### src/output_driver_pkg.sv
package output_driver_pkg;

  // ==========================================================
  // register map
  localparam logic [12:0] FIRST_CTRL_ADDR  = 13'h0032;
  localparam logic [12:0] SECOND_CTRL_ADDR = 13'h0034;
  localparam logic [7:0]  CTRL_RESET       = 8'h00;
  localparam int          NUM_DRIVERS      = 2;

  // ==========================================================
  // control register fields
  localparam int STRENGTH_BIT  = 7;
  localparam int POWERDOWN_BIT = 6;
  localparam int MODE_HI       = 5;
  localparam int MODE_LO       = 3;
  localparam int POLARITY_BIT  = 2;
  localparam int SOURCE_BIT    = 0;

  // ==========================================================
  // mode codes
  localparam logic [2:0] MODE_CMOS_BOTH = 3'h0;
  localparam logic [2:0] MODE_CMOS_POS  = 3'h1;
  localparam logic [2:0] MODE_CMOS_NEG  = 3'h2;
  localparam logic [2:0] MODE_CMOS_OFF  = 3'h3;
  localparam logic [2:0] MODE_LVDS      = 3'h4;
  localparam logic [2:0] MODE_LVPECL    = 3'h5;

  // ==========================================================
  // logic family reported at the ports
  localparam logic [1:0] FAMILY_NONE   = 2'h0;
  localparam logic [1:0] FAMILY_CMOS   = 2'h1;
  localparam logic [1:0] FAMILY_LVDS   = 2'h2;
  localparam logic [1:0] FAMILY_LVPECL = 2'h3;

  // ==========================================================
  // serial port framing
  localparam int         INSTR_BITS = 16;
  localparam int         FRAME_BITS = 24;
  localparam int         READ_BIT   = 15;
  localparam logic [4:0] CNT_INSTR  = 5'h10;
  localparam logic [4:0] CNT_FRAME  = 5'h18;

endpackage : output_driver_pkg

### src/output_driver_mode_control.sv
`timescale 1ns/1ns
module output_driver_mode_control (
  input  wire logic       clk_i,
  input  wire logic       rst_i,
  input  wire logic       spi_sclk_i,
  input  wire logic       spi_csb_i,
  input  wire logic       spi_sdio_i,
  output logic            spi_sdio_o,
  output logic            spi_sdio_oe_o,
  input  wire logic [2:0] output_mode_strap_pins_i,
  input  wire logic [1:0] clock_data_i,
  output logic      [1:0] pos_o,
  output logic      [1:0] pos_oe_o,
  output logic      [1:0] neg_o,
  output logic      [1:0] neg_oe_o,
  output logic      [3:0] family_o,
  output logic      [1:0] strong_o,
  output logic      [1:0] powerdown_o
);

  localparam int ND = output_driver_pkg::NUM_DRIVERS;

  // ==========================================================
  // functions
  function automatic logic [5:0] strap_decode(input logic [2:0] s);
    case (s)
      3'h0:    strap_decode = {output_driver_pkg::MODE_LVPECL, output_driver_pkg::MODE_LVPECL};
      3'h1:    strap_decode = {output_driver_pkg::MODE_LVDS, output_driver_pkg::MODE_LVPECL};
      3'h2:    strap_decode = {output_driver_pkg::MODE_LVPECL, output_driver_pkg::MODE_LVDS};
      3'h3:    strap_decode = {output_driver_pkg::MODE_CMOS_POS, output_driver_pkg::MODE_LVPECL};
      3'h4:    strap_decode = {output_driver_pkg::MODE_LVDS, output_driver_pkg::MODE_LVDS};
      3'h5:    strap_decode = {output_driver_pkg::MODE_CMOS_POS, output_driver_pkg::MODE_LVDS};
      3'h6:    strap_decode = {output_driver_pkg::MODE_LVDS, output_driver_pkg::MODE_CMOS_POS};
      default: strap_decode = {output_driver_pkg::MODE_CMOS_POS, output_driver_pkg::MODE_CMOS_POS};
    endcase
  endfunction : strap_decode

  // address to driver index, bit 1 flags a hit
  function automatic logic [1:0] addr_decode(input logic [12:0] a);
    if (a == output_driver_pkg::FIRST_CTRL_ADDR) begin
      addr_decode = 2'h2;
    end else if (a == output_driver_pkg::SECOND_CTRL_ADDR) begin
      addr_decode = 2'h3;
    end else begin
      addr_decode = 2'h0;
    end
  endfunction : addr_decode

  // ==========================================================
  // pin synchronisers
  logic [2:0] sclk_sync;
  logic [1:0] csb_sync;
  logic [1:0] sdi_sync;
  logic [2:0] strap_meta;
  logic [2:0] strap_sync;
  logic [1:0] data_meta;
  logic [1:0] data_sync;
  logic [2:0] next_sclk_sync;
  logic [1:0] next_csb_sync;
  logic [1:0] next_sdi_sync;

  always_comb begin
    next_sclk_sync = {sclk_sync[1:0], spi_sclk_i};
    next_csb_sync  = {csb_sync[0], spi_csb_i};
    next_sdi_sync  = {sdi_sync[0], spi_sdio_i};
  end

  always_ff @(posedge clk_i or posedge rst_i) begin
    if (rst_i) begin
      sclk_sync  <= 3'h0;
      csb_sync   <= 2'h3;
      sdi_sync   <= 2'h0;
      strap_meta <= 3'h0;
      strap_sync <= 3'h0;
      data_meta  <= 2'h0;
      data_sync  <= 2'h0;
    end else begin
      sclk_sync  <= next_sclk_sync;
      csb_sync   <= next_csb_sync;
      sdi_sync   <= next_sdi_sync;
      strap_meta <= output_mode_strap_pins_i;
      strap_sync <= strap_meta;
      data_meta  <= clock_data_i;
      data_sync  <= data_meta;
    end
  end

  wire logic sclk_rise = sclk_sync[1] & ~sclk_sync[2];
  wire logic sclk_fall = ~sclk_sync[1] & sclk_sync[2];
  wire logic csb_hi    = csb_sync[1];
  wire logic sdi       = sdi_sync[1];

  // ==========================================================
  // serial port and control registers
  logic [4:0]  bit_cnt;
  logic [15:0] in_shift;
  logic        rd_flag;
  logic [12:0] addr;
  logic [7:0]  rd_shift;
  logic [7:0]  ctrl [ND];
  logic        sdo;
  logic        sdo_oe;
  logic [4:0]  next_bit_cnt;
  logic [15:0] next_in_shift;
  logic        next_rd_flag;
  logic [12:0] next_addr;
  logic [7:0]  next_rd_shift;
  logic [7:0]  next_ctrl [ND];
  logic        next_sdo;
  logic        next_sdo_oe;
  logic [1:0]  hit;
  logic [15:0] shifted;

  always_comb begin
    next_bit_cnt  = bit_cnt;
    next_in_shift = in_shift;
    next_rd_flag  = rd_flag;
    next_addr     = addr;
    next_rd_shift = rd_shift;
    next_ctrl     = ctrl;
    shifted       = {in_shift[14:0], sdi};
    hit           = addr_decode(shifted[12:0]);
    if (csb_hi) begin
      next_bit_cnt = 5'h00;
      next_rd_flag = 1'b0;
    end else begin
      if (sclk_rise && bit_cnt != output_driver_pkg::CNT_FRAME) begin
        next_in_shift = shifted;
        next_bit_cnt  = bit_cnt + 5'h01;
        if (bit_cnt == output_driver_pkg::CNT_INSTR - 5'h01) begin
          next_rd_flag  = shifted[output_driver_pkg::READ_BIT];
          next_addr     = shifted[12:0];
          next_rd_shift = 8'h00;
          if (hit[1]) begin
            next_rd_shift = ctrl[hit[0]];
          end
        end
        if (bit_cnt == output_driver_pkg::CNT_FRAME - 5'h01 && !rd_flag) begin
          hit = addr_decode(addr);
          if (hit[1]) begin
            next_ctrl[hit[0]] = shifted[7:0];
          end
        end
      end
      if (sclk_fall && bit_cnt > output_driver_pkg::CNT_INSTR) begin
        next_rd_shift = {rd_shift[6:0], 1'b0};
      end
    end
    next_sdo    = next_rd_shift[7];
    next_sdo_oe = !csb_hi && next_rd_flag && next_bit_cnt >= output_driver_pkg::CNT_INSTR;
  end

  always_ff @(posedge clk_i or posedge rst_i) begin
    if (rst_i) begin
      bit_cnt  <= 5'h00;
      in_shift <= 16'h0000;
      rd_flag  <= 1'b0;
      addr     <= 13'h0000;
      rd_shift <= 8'h00;
      sdo      <= 1'b0;
      sdo_oe   <= 1'b0;
      for (int i = 0; i < ND; i++) begin
        ctrl[i] <= output_driver_pkg::CTRL_RESET;
      end
    end else begin
      bit_cnt  <= next_bit_cnt;
      in_shift <= next_in_shift;
      rd_flag  <= next_rd_flag;
      addr     <= next_addr;
      rd_shift <= next_rd_shift;
      sdo      <= next_sdo;
      sdo_oe   <= next_sdo_oe;
      ctrl     <= next_ctrl;
    end
  end

  assign spi_sdio_o    = sdo;
  assign spi_sdio_oe_o = sdo_oe;

  // ==========================================================
  // driver mode logic
  logic      [5:0] strap_modes;
  wire logic [1:0] next_pos;
  wire logic [1:0] next_pos_oe;
  wire logic [1:0] next_neg;
  wire logic [1:0] next_neg_oe;
  wire logic [3:0] next_family;
  wire logic [1:0] next_strong;
  wire logic [1:0] next_pd;

  generate
    for (genvar d = 0; d < ND; d++) begin : g_drv
      logic [2:0] mode;
      logic       from_reg;
      logic       level;
      logic       drv_pos;
      logic       drv_neg;
      logic       drv_pos_oe;
      logic       drv_neg_oe;
      logic       drv_strong;
      logic       drv_pd;
      logic [1:0] drv_family;
      always_comb begin
        from_reg = ctrl[d][output_driver_pkg::SOURCE_BIT];
        mode     = from_reg ? ctrl[d][output_driver_pkg::MODE_HI:output_driver_pkg::MODE_LO]
                            : strap_modes[d*3 +: 3];
        level      = data_sync[d] ^ ctrl[d][output_driver_pkg::POLARITY_BIT];
        drv_pos    = 1'b0;
        drv_neg    = 1'b0;
        drv_pos_oe = 1'b0;
        drv_neg_oe = 1'b0;
        drv_strong = 1'b0;
        drv_family = output_driver_pkg::FAMILY_NONE;
        case (mode)
          output_driver_pkg::MODE_CMOS_BOTH,
          output_driver_pkg::MODE_CMOS_POS,
          output_driver_pkg::MODE_CMOS_NEG,
          output_driver_pkg::MODE_CMOS_OFF: begin
            drv_family = output_driver_pkg::FAMILY_CMOS;
            drv_pos    = level;
            drv_neg    = level;
            drv_pos_oe = mode == output_driver_pkg::MODE_CMOS_BOTH ||
                         mode == output_driver_pkg::MODE_CMOS_POS;
            drv_neg_oe = mode == output_driver_pkg::MODE_CMOS_BOTH ||
                         mode == output_driver_pkg::MODE_CMOS_NEG ||
                         (!from_reg && mode == output_driver_pkg::MODE_CMOS_POS);
            drv_strong = ctrl[d][output_driver_pkg::STRENGTH_BIT];
          end
          output_driver_pkg::MODE_LVDS: begin
            drv_family = output_driver_pkg::FAMILY_LVDS;
            drv_pos    = data_sync[d];
            drv_neg    = ~data_sync[d];
            drv_pos_oe = 1'b1;
            drv_neg_oe = 1'b1;
            drv_strong = ctrl[d][output_driver_pkg::STRENGTH_BIT];
          end
          output_driver_pkg::MODE_LVPECL: begin
            drv_family = output_driver_pkg::FAMILY_LVPECL;
            drv_pos    = data_sync[d];
            drv_neg    = ~data_sync[d];
            drv_pos_oe = 1'b1;
            drv_neg_oe = 1'b1;
          end
          default: begin
            drv_family = output_driver_pkg::FAMILY_NONE;
          end
        endcase
        drv_pd = ctrl[d][output_driver_pkg::POWERDOWN_BIT];
        if (drv_pd) begin
          drv_pos    = 1'b0;
          drv_neg    = 1'b0;
          drv_pos_oe = 1'b0;
          drv_neg_oe = 1'b0;
        end
      end
      // each driver owns only its own slice of the shared next-value nets
      assign next_pos[d]           = drv_pos;
      assign next_neg[d]           = drv_neg;
      assign next_pos_oe[d]        = drv_pos_oe;
      assign next_neg_oe[d]        = drv_neg_oe;
      assign next_strong[d]        = drv_strong;
      assign next_pd[d]            = drv_pd;
      assign next_family[d*2 +: 2] = drv_family;
    end
  endgenerate

  always_comb begin
    strap_modes = strap_decode(strap_sync);
  end

  always_ff @(posedge clk_i or posedge rst_i) begin
    if (rst_i) begin
      pos_o       <= 2'h0;
      pos_oe_o    <= 2'h0;
      neg_o       <= 2'h0;
      neg_oe_o    <= 2'h0;
      family_o    <= 4'h0;
      strong_o    <= 2'h0;
      powerdown_o <= 2'h0;
    end else begin
      pos_o       <= next_pos;
      pos_oe_o    <= next_pos_oe;
      neg_o       <= next_neg;
      neg_oe_o    <= next_neg_oe;
      family_o    <= next_family;
      strong_o    <= next_strong;
      powerdown_o <= next_pd;
    end
  end

endmodule : output_driver_mode_control

### config.mk
export PLATFORM = sky130hd
export DESIGN_NAME = output_driver_mode_control
export DESIGN_NICKNAME = d
export VERILOG_FILES = /design/src/output_driver_pkg.sv /design/src/output_driver_mode_control.sv
export SDC_FILE = /design/constraint.sdc
export NUM_CORES = 1
export LEC_CHECK = 0
export BUFFER_PORTS_ARGS = -buffer_cell sky130_fd_sc_hd__clkbuf_2
export CAP_MARGIN = 5
export CELL_PAD_IN_SITES_DETAIL_PLACEMENT = 0
export CELL_PAD_IN_SITES_GLOBAL_PLACEMENT = 1
export CORE_MARGIN = 1
export CORE_UTILIZATION = 44
export DETAILED_ROUTE_END_ITERATION = 16
export PLACE_DENSITY_LB_ADDON = 0.05
export SKIP_CTS_REPAIR_TIMING = 1
export SYNTH_ARGS = -nofsm -noshare
export SYNTH_HDL_FRONTEND = slang
export SYNTH_SLANG_ARGS = --single-unit
### constraint.sdc
create_clock -name clk_i -period 2.52 [get_ports clk_i]
set_input_delay 0.126 -clock clk_i [delete_from_list [all_inputs] [get_ports clk_i]]
set_output_delay 0.126 -clock clk_i [all_outputs]
set_load 0.005 [all_outputs]
==> metrics, run 1 <==
Seq cells post-synth=92; switching part of the total power=27.96%; Worst EP required=2740 ps; Overall Global Routing Usage=17.13%; Overflow after GRT=0; Hold WS=328.1 ps; HPWL Detailed=4549 microns; PwrDens=688.7 nW/um^2; CP max-delay cell=dfrtp_1; drt wl/cell=16.11 microns; switching pwr=822.5 uW; DIE WIDTH=93.70 microns; worst vdd rail ir drop=0.0005020 V; Clock Latency Late Sink=370 ps; CP max stage delay=420 ps; Sink Count=92; GPL Wtd Cong=0.7054; # IOs=28; pin count of the biggest net entering global routing=63; WL final=6830 microns; WS Path Type=flip-flop to flip-flop; Post-synth EDFFs=0; Most Frequent Cell on Critical Path=ha_1; leading cell type in the layout, fill and taps excluded=dfrtp_1; TritonRoute pass-1 iters=4; combinational share of power=7.9%; multi-input logic area=1296 sq um; async set-reset flop share out of synthesis=100.0%; RSZ-0062 raised after global routing=no; Routed Antenna Nets=0; final clock skew=12.49 ps; Max Fclk=0.4698 GHz; Slew HR=61.97%; Lkg Pwr=2.026 nW; post-synthesis cell count=273; worst-margin pin slew=568.0 ps; global-route wire length before repair=11300 microns; vias=2261; Tot Pwr=2.942 mW; # rows=33; # H-tree levels=3; Worst Setup Start Kind=flip-flop; Layout fillers=736; clk buf depth=2; Initial Util=45.26%; count of input and output buffers=27; Die Ht=93.70 microns; fin crit share=84.46%; core region area=8175 sq um; CTS tree=yes; TNS Setup=0 ps; Synth Flop Type=dfrtp_1; sum of buffers and inverters on the critical path=0; Fin. Hold Viols=0; Worst EP arrival=2350 ps; Die ar.=8780 sq um; Max FO, Critical Path=10; min-delay worst type=input pin to asynchronous set/reset pin; drt initial violations=66; CP delay by family, top=simple AND/OR/NAND/NOR gates; most frequent cells in the layout=dfrtp_1 (90), mux2_2 (44), clkbuf_2 (27), nor2_1 (16), inv_1 (13); Clock transition at path regs=100 ps; share of layout cells above drive strength 1=31.97%; DRC=0; clock power share=33.5%; Seq/Total Area, Yosys=62.29%; ANT cells=0; crit path cell chain=ha_1, and3_1, ha_1, nand4b_1, nor2_1, a2111oi_0; Crit. End Element=flip-flop; clk root buf=clkbuf_8; Mapped Area=3700 sq um; Reg area=2305 sq um; initial antenna violation count=0; area grow syn2layout=15.45%; Reg power frac=58.6%; fin crit period=2128 ps; max-cap violations=0; outcome=finished clean; CTS buffer count=9; Setup-failing EPs final=0; Yosys cell types=45; Via density=5.333; nets=327; vias in the first global route=2180; Avg Inst Size Synth=13.55 sq um; Int Power=2.119 mW; Final Slew Violations=0; Net Count, Synth=286; Yosys warning total=0
## kinds of logic (layout without fill, tap and decap cells)
group,count (synthesis),in the layout,synth area share (%)
adders and majority gates,3,3,1.015
and+or+nand+nor,61,61,10.99
muxes,48,48,14.51
buffers and inverters,25,71,2.672
DFF,92,92,62.29
AOI/OAI and AO/OA,40,40,7.576
xor gates and xnor gates,4,4,0.9471
## Yosys cell counts (all sizes together) (2+ instances only)
cell type	n	area [sq um]
a221oi	7	61.31
mux2	45	506.7
a21oi	9	45.04
xor2	3	26.28
nand4b	2	23.77
and3	2	12.51
ha	3	37.54
mux2i	3	30.03
nor2	16	60.06
o211ai	2	15.01
inv	14	52.55
nand2b	4	25.02
buf	6	27.53
nor3b	5	37.54
o21ai	8	40.04
dfrtp	90	2252
nand2	9	33.78
nand4	2	18.77
nor2b	5	31.28
nor3	2	10.01
or4	3	22.52
dfstp	2	52.55
clkbuf	5	18.77
nor4	4	46.29
nand3	2	10.01
a2111oi	7	61.31
## worst paths after layout
kind,start,endpoint,slack [ps],depth (start not counted)
min in group clk_i,strap_meta[2]$_DFF_PP0_,strap_sync[2]$_DFF_PP0_,360,0
worst min register to register,strap_meta[2]$_DFF_PP0_,strap_sync[2]$_DFF_PP0_,360,0
worst max register to register,bit_cnt[1]$_DFF_PP0_,rd_shift[2]$_DFFE_PP0P_,390,6
max in group asynchronous,rst_i,rd_shift[4]$_DFFE_PP0P_,1500,4
worst min-delay path,rst_i,sclk_sync[1]$_DFF_PP0_,330,3
worst max-delay path,bit_cnt[1]$_DFF_PP0_,rd_shift[2]$_DFFE_PP0P_,390,6
## power by group through the flow
| stage | logic [mW] | registers, mW | clock network [mW] |
|---|---|---|---|
| after detailed placement | 0.226 | 1.75 | 0 |
| after CTS | 0.226 | 1.73 | 1.02 |
| after global placement | 0.220 | 1.75 | 0 |
| after global routing | 0.266 | 1.75 | 1.08 |
| final | 0.231 | 1.72 | 0.987 |
| after floorplan | 0.178 | 1.69 | 0 |
## layout make-up
class                           instances  share of cell area [%]
Multi-Input combinational cell        156                   30.35
Timing Repair Buffer                   41                   6.737
Clock inverter                          6                   1.406
Clock buffer                           10                   3.222
Sequential cell                        92                   53.95
Inverter                               14                   1.260
Tap cell                              105                   3.076
## through the flow
stage	std cells	instance area [sq um]	utilization [%]	worst slack [ps]
global placement	399	3984	48.73	382.7
CTS	415	4182	51.15	365.0
detailed placement	399	3984	48.73	374.5
global route	424	4272	52.25	127.1
floorplan	273	3700	-	5.348
finish	424	4272	52.25	391.6
## registers in the layout (all words and copies together), names as in the netlist
register,count
ctrl,16
in_shift,15
addr,13
rd_shift,8
bit_cnt,5
family_o,4
sclk_sync,3
strap_meta,3
strap_sync,3
csb_sync,2
data_meta,2
data_sync,2
neg_o,2
neg_oe_o,2
pos_o,2
pos_oe_o,2
powerdown_o,2
sdi_sync,2
strong_o,2
rd_flag,1
spi_sdio_oe_o,1
## tightest hold or removal path: stages
cell and delay (ps):
dlygate4sd3_1 530, clkbuf_2 110, clkinv_2 370
## metal layers
layer	up-vias	global-route usage, %	routed length, microns
met5	-	0	0
met4	0	6.538	101
met3	10	3.883	149
met2	21	24.09	3034
met1	1159	25.66	3545
li1	1071	-	-
Power figures use the tool's default switching activity.
==> run 2: changes to the inputs <==
--- a/config.mk
+++ b/config.mk
@@ -5,12 +5,13 @@
 export SDC_FILE = /design/constraint.sdc
 export NUM_CORES = 1
 export LEC_CHECK = 0
+export ABC_AREA = 1
 export BUFFER_PORTS_ARGS = -buffer_cell sky130_fd_sc_hd__clkbuf_2
 export CAP_MARGIN = 5
 export CELL_PAD_IN_SITES_DETAIL_PLACEMENT = 0
 export CELL_PAD_IN_SITES_GLOBAL_PLACEMENT = 1
 export CORE_MARGIN = 1
-export CORE_UTILIZATION = 44
+export CORE_UTILIZATION = 45
 export DETAILED_ROUTE_END_ITERATION = 16
 export PLACE_DENSITY_LB_ADDON = 0.05
 export SKIP_CTS_REPAIR_TIMING = 1
==> constraint.sdc (replaced) <==
create_clock -name clk_i -period 2.25 [get_ports clk_i]
set_input_delay 0.1125 -clock clk_i [delete_from_list [all_inputs] [get_ports clk_i]]
set_output_delay 0.1125 -clock clk_i [all_outputs]
set_load 0.005 [all_outputs]
==> run 2 against run 1 <==
  * Sequential power up 3%
  * Maximum frequency grew 13%
  * Via count increased by 27%
  * Non-clock buffer count shrank 2
  * Critical endpoint is now ctrl[14]$_DFFE_PP0P_
  * Largest cell class unchanged
  * Highest routed layer unchanged
==> metrics, run 2 <==
Synth Flop Type=dfrtp_1 (unchanged); initial antenna violation count=0 (unchanged); async set-reset flop share out of synthesis=100.0% (unchanged); fin crit period=1880 ps (was 2128 ps); clk buf depth=2 (unchanged); DP Area=4163 sq um (was 3984 sq um); Overall Global Routing Usage=19.45% (was 17.13%); outcome=finished clean (unchanged); Die Ht=95.20 microns (was 93.70 microns); global-route wire length before repair=13170 microns (was 11300 microns); Lkg Pwr=2.285 nW (was 2.026 nW); met2 WL=3757 microns (was 3034 microns); Routed Antenna Nets=0 (unchanged); clock power share=39.0% (was 33.5%); # rows=33 (unchanged); fin area=4486 sq um (was 4272 sq um); Avg Inst Size Synth=9.175 sq um (was 13.55 sq um); vias in the first global route=2716 (was 2180); CTS tree=yes (unchanged); Setup-failing EPs final=0 (unchanged); R2R depth=10 (was 6); Max FO, Critical Path=19 (was 10); Worst EP arrival=2130 ps (was 2350 ps); Clock Latency Late Sink=360 ps (was 370 ps); Yosys warning total=0 (unchanged); Overflow after GRT=0 (unchanged); max FFs per register=16 (unchanged); Int Power=2.537 mW (was 2.119 mW); most frequent cells in the layout=nand2_1 (101), dfrtp_1 (90), inv_1 (49), nand3_1 (46), nor2_1 (32) (was dfrtp_1 (90), mux2_2 (44), clkbuf_2 (27), nor2_1 (16), inv_1 (13)); Yosys cell types=34 (was 45); final clock skew=12.19 ps (was 12.49 ps); Hold WS=320.4 ps (was 328.1 ps); share of layout cells above drive strength 1=14.23% (was 31.97%); WS Path Type=flip-flop to flip-flop (unchanged); ANT cells=0 (unchanged); most frequent cell after synthesis=nand2_1 (was dfrtp_1); core region area=8299 sq um (was 8175 sq um); synth cell count leaders=nand2_1 (101), dfrtp_1 (90), inv_1 (50) (was dfrtp_1 (90), mux2_2 (44), nor2_1 (16)); GPL Wtd Cong=0.8287 (was 0.7054); area grow syn2layout=14.76% (was 15.45%); Worst Setup Start Kind=flip-flop (unchanged); leading cell type in the layout, fill and taps excluded=nand2_1 (was dfrtp_1); worst vdd rail ir drop=0.0003861 V (was 0.0005020 V); Initial Util=47.10% (was 45.26%); Max Fclk=0.5319 GHz (was 0.4698 GHz); DRC=0 (unchanged); detailed route wirelength on metal3=179 microns (was 149 microns); count of input and output buffers=27 (unchanged); worst-margin pin slew=631.5 ps (was 568.0 ps); pin count of the biggest net entering global routing=73 (was 63); Clock transition at path regs=80 ps (was 100 ps); PwrDens=740.8 nW/um^2 (was 688.7 nW/um^2); register-to-register setup slack=370 ps (was 390 ps); switching part of the total power=23.65% (was 27.96%); CTS buffer count=9 (unchanged); post-synthesis cell count=426 (was 273); HPWL Detailed=5470 microns (was 4549 microns); reg2reg start=bit_cnt[0]$_DFF_PP0_ (was bit_cnt[1]$_DFF_PP0_); min-delay worst type=input pin to asynchronous set/reset pin (unchanged); Finished Core Util=54.05% (was 52.25%); top cells by area, synth=dfrtp_1 (58%), nand2_1 (9.7%), nand3_1 (5.9%), inv_1 (4.8%), o21ai_0 (3.7%) (was dfrtp_1 (61%), mux2_2 (13%), a2111oi_0 (1.7%), a221oi_1 (1.7%), nor2_1 (1.6%)); Crit Reg-Reg Endpoint=ctrl[14]$_DFFE_PP0P_ (was rd_shift[2]$_DFFE_PP0P_); # H-tree levels=3 (unchanged); fin crit share=83.55% (was 84.46%); area leader, netlist=dfrtp_1 (unchanged); Crit. End Element=flip-flop (unchanged); Top Metal Used=met4 (unchanged); DIE WIDTH=95.20 microns (was 93.70 microns); clk root buf=clkbuf_8 (unchanged); vias=2871 (was 2261); Sink Count=92 (unchanged); Die ar.=9063 sq um (was 8780 sq um); max-cap violations=0 (unchanged); share of the synthesized area in the top cell type=57.62% (was 60.87%); Slew HR=57.85% (was 61.97%); switching pwr=785.7 uW (was 822.5 uW); TNS Setup=0 ps (unchanged); nets=479 (was 327); largest reg by FF count=ctrl (unchanged); drt wl/cell=13.62 microns (was 16.11 microns); # IOs=28 (unchanged); Net Count, Synth=439 (was 286); Fin. Hold Viols=0 (unchanged); RSZ-0062 raised after global routing=no (unchanged); drt initial violations=106 (was 66); Reg power frac=53.4% (was 58.6%); Worst EP required=2500 ps (was 2740 ps); Seq/Total Area, Yosys=58.96% (was 62.29%); TritonRoute pass-1 iters=4 (unchanged); Seq cells post-synth=92 (unchanged); Post-synth EDFFs=0 (unchanged); biggest regs=ctrl x16, in_shift x15, addr x13 (unchanged); Final Slew Violations=0 (unchanged); Tot Pwr=3.323 mW (was 2.942 mW); Mapped Area=3909 sq um (was 3700 sq um); combinational share of power=7.5% (was 7.9%); met1 WL=3718 microns (was 3545 microns); WL final=7844 microns (was 6830 microns); Via density=4.984 (was 5.333)
-- run 2: changes by cell type in the layout (fill, tap and decap cells not counted), sizes merged, moves of 5 or more --
cell / change
a21oi: +8
nand2: +95
a221oi: -7
nor2b: -5
nor2: +20
nand4: +9
nand3: +46
mux2: -45
inv: +34
a2111oi: -7
o22ai: +5
o21ai: +28
-- run 2: power by group through the flow --
stage	registers, mW	clock network (mW)	logic [mW]
final	1.78	1.30	0.250
after global routing	1.79	1.41	0.295
after floorplan	1.79	0	0.171
after CTS	1.78	1.33	0.244
after global placement	1.81	0	0.241
after detailed placement	1.81	0	0.244
-- run 2: worst max-delay path by stage --
stage                               startpoint                 endpoint  slack (ps)  cells past startpoint
after detailed placement  bit_cnt[0]$_DFF_PP0_     ctrl[14]$_DFFE_PP0P_         370                     10
after global routing      bit_cnt[0]$_DFF_PP0_     ctrl[15]$_DFFE_PP0P_         190                     10
after floorplan           bit_cnt[0]$_DFF_PP0_  rd_shift[1]$_DFFE_PP0P_         740                      9
after CTS                 bit_cnt[0]$_DFF_PP0_     ctrl[14]$_DFFE_PP0P_         360                     10
final                     bit_cnt[0]$_DFF_PP0_     ctrl[14]$_DFFE_PP0P_         370                     10
after global placement    bit_cnt[0]$_DFF_PP0_     ctrl[14]$_DFFE_PP0P_         450                     10
-- run 2: cell type report --
cell class | count | area, sq um
fill | 760 | 3814
multi-input combinational | 271 | 1341
tap | 105 | 131.4
timing repair buffer | 39 | 272.8
clock buffer | 12 | 135.1
sequential | 92 | 2305
inverter | 53 | 202.7
clock inverter | 4 | 97.59
-- run 2: logic make-up (layout without fill, tap and decap cells) --
group,Yosys count,in the layout,synth area share (%)
fa+ha+maj,3,3,0.9604
simple gates,202,202,23.37
xor+xnor,3,3,0.6723
flops,92,92,58.96
compound gates,63,63,9.315
buf+inv,63,108,6.722
-- run 2: routing by layer --
layer / up-vias / global-route usage (%)
li1: 1461 / -
met1: 1355 / 24.15
met2: 41 / 32.56
met3: 14 / 3.907
met4: 0 / 8.838
met5: - / 0
-- run 2: worst max-delay path, cell delays in order, from the launching register on --
cell,delay [ps]
dfrtp_1,380
inv_1,80
ha_1,210
inv_1,50
nor2_1,50
nand2_4,90
nand3_4,180
nor2_4,330
nand3_2,220
nand2_1,110
nand2_1,60
-- run 2: per-stage QoR --
step / setup slack (ps) / std cells
after floorplan: 741.5 / 426
after global placement: 447.3 / 551
after detailed placement: 373.9 / 551
after CTS: 355.5 / 567
after global routing: 187.4 / 576
final: 370.1 / 576
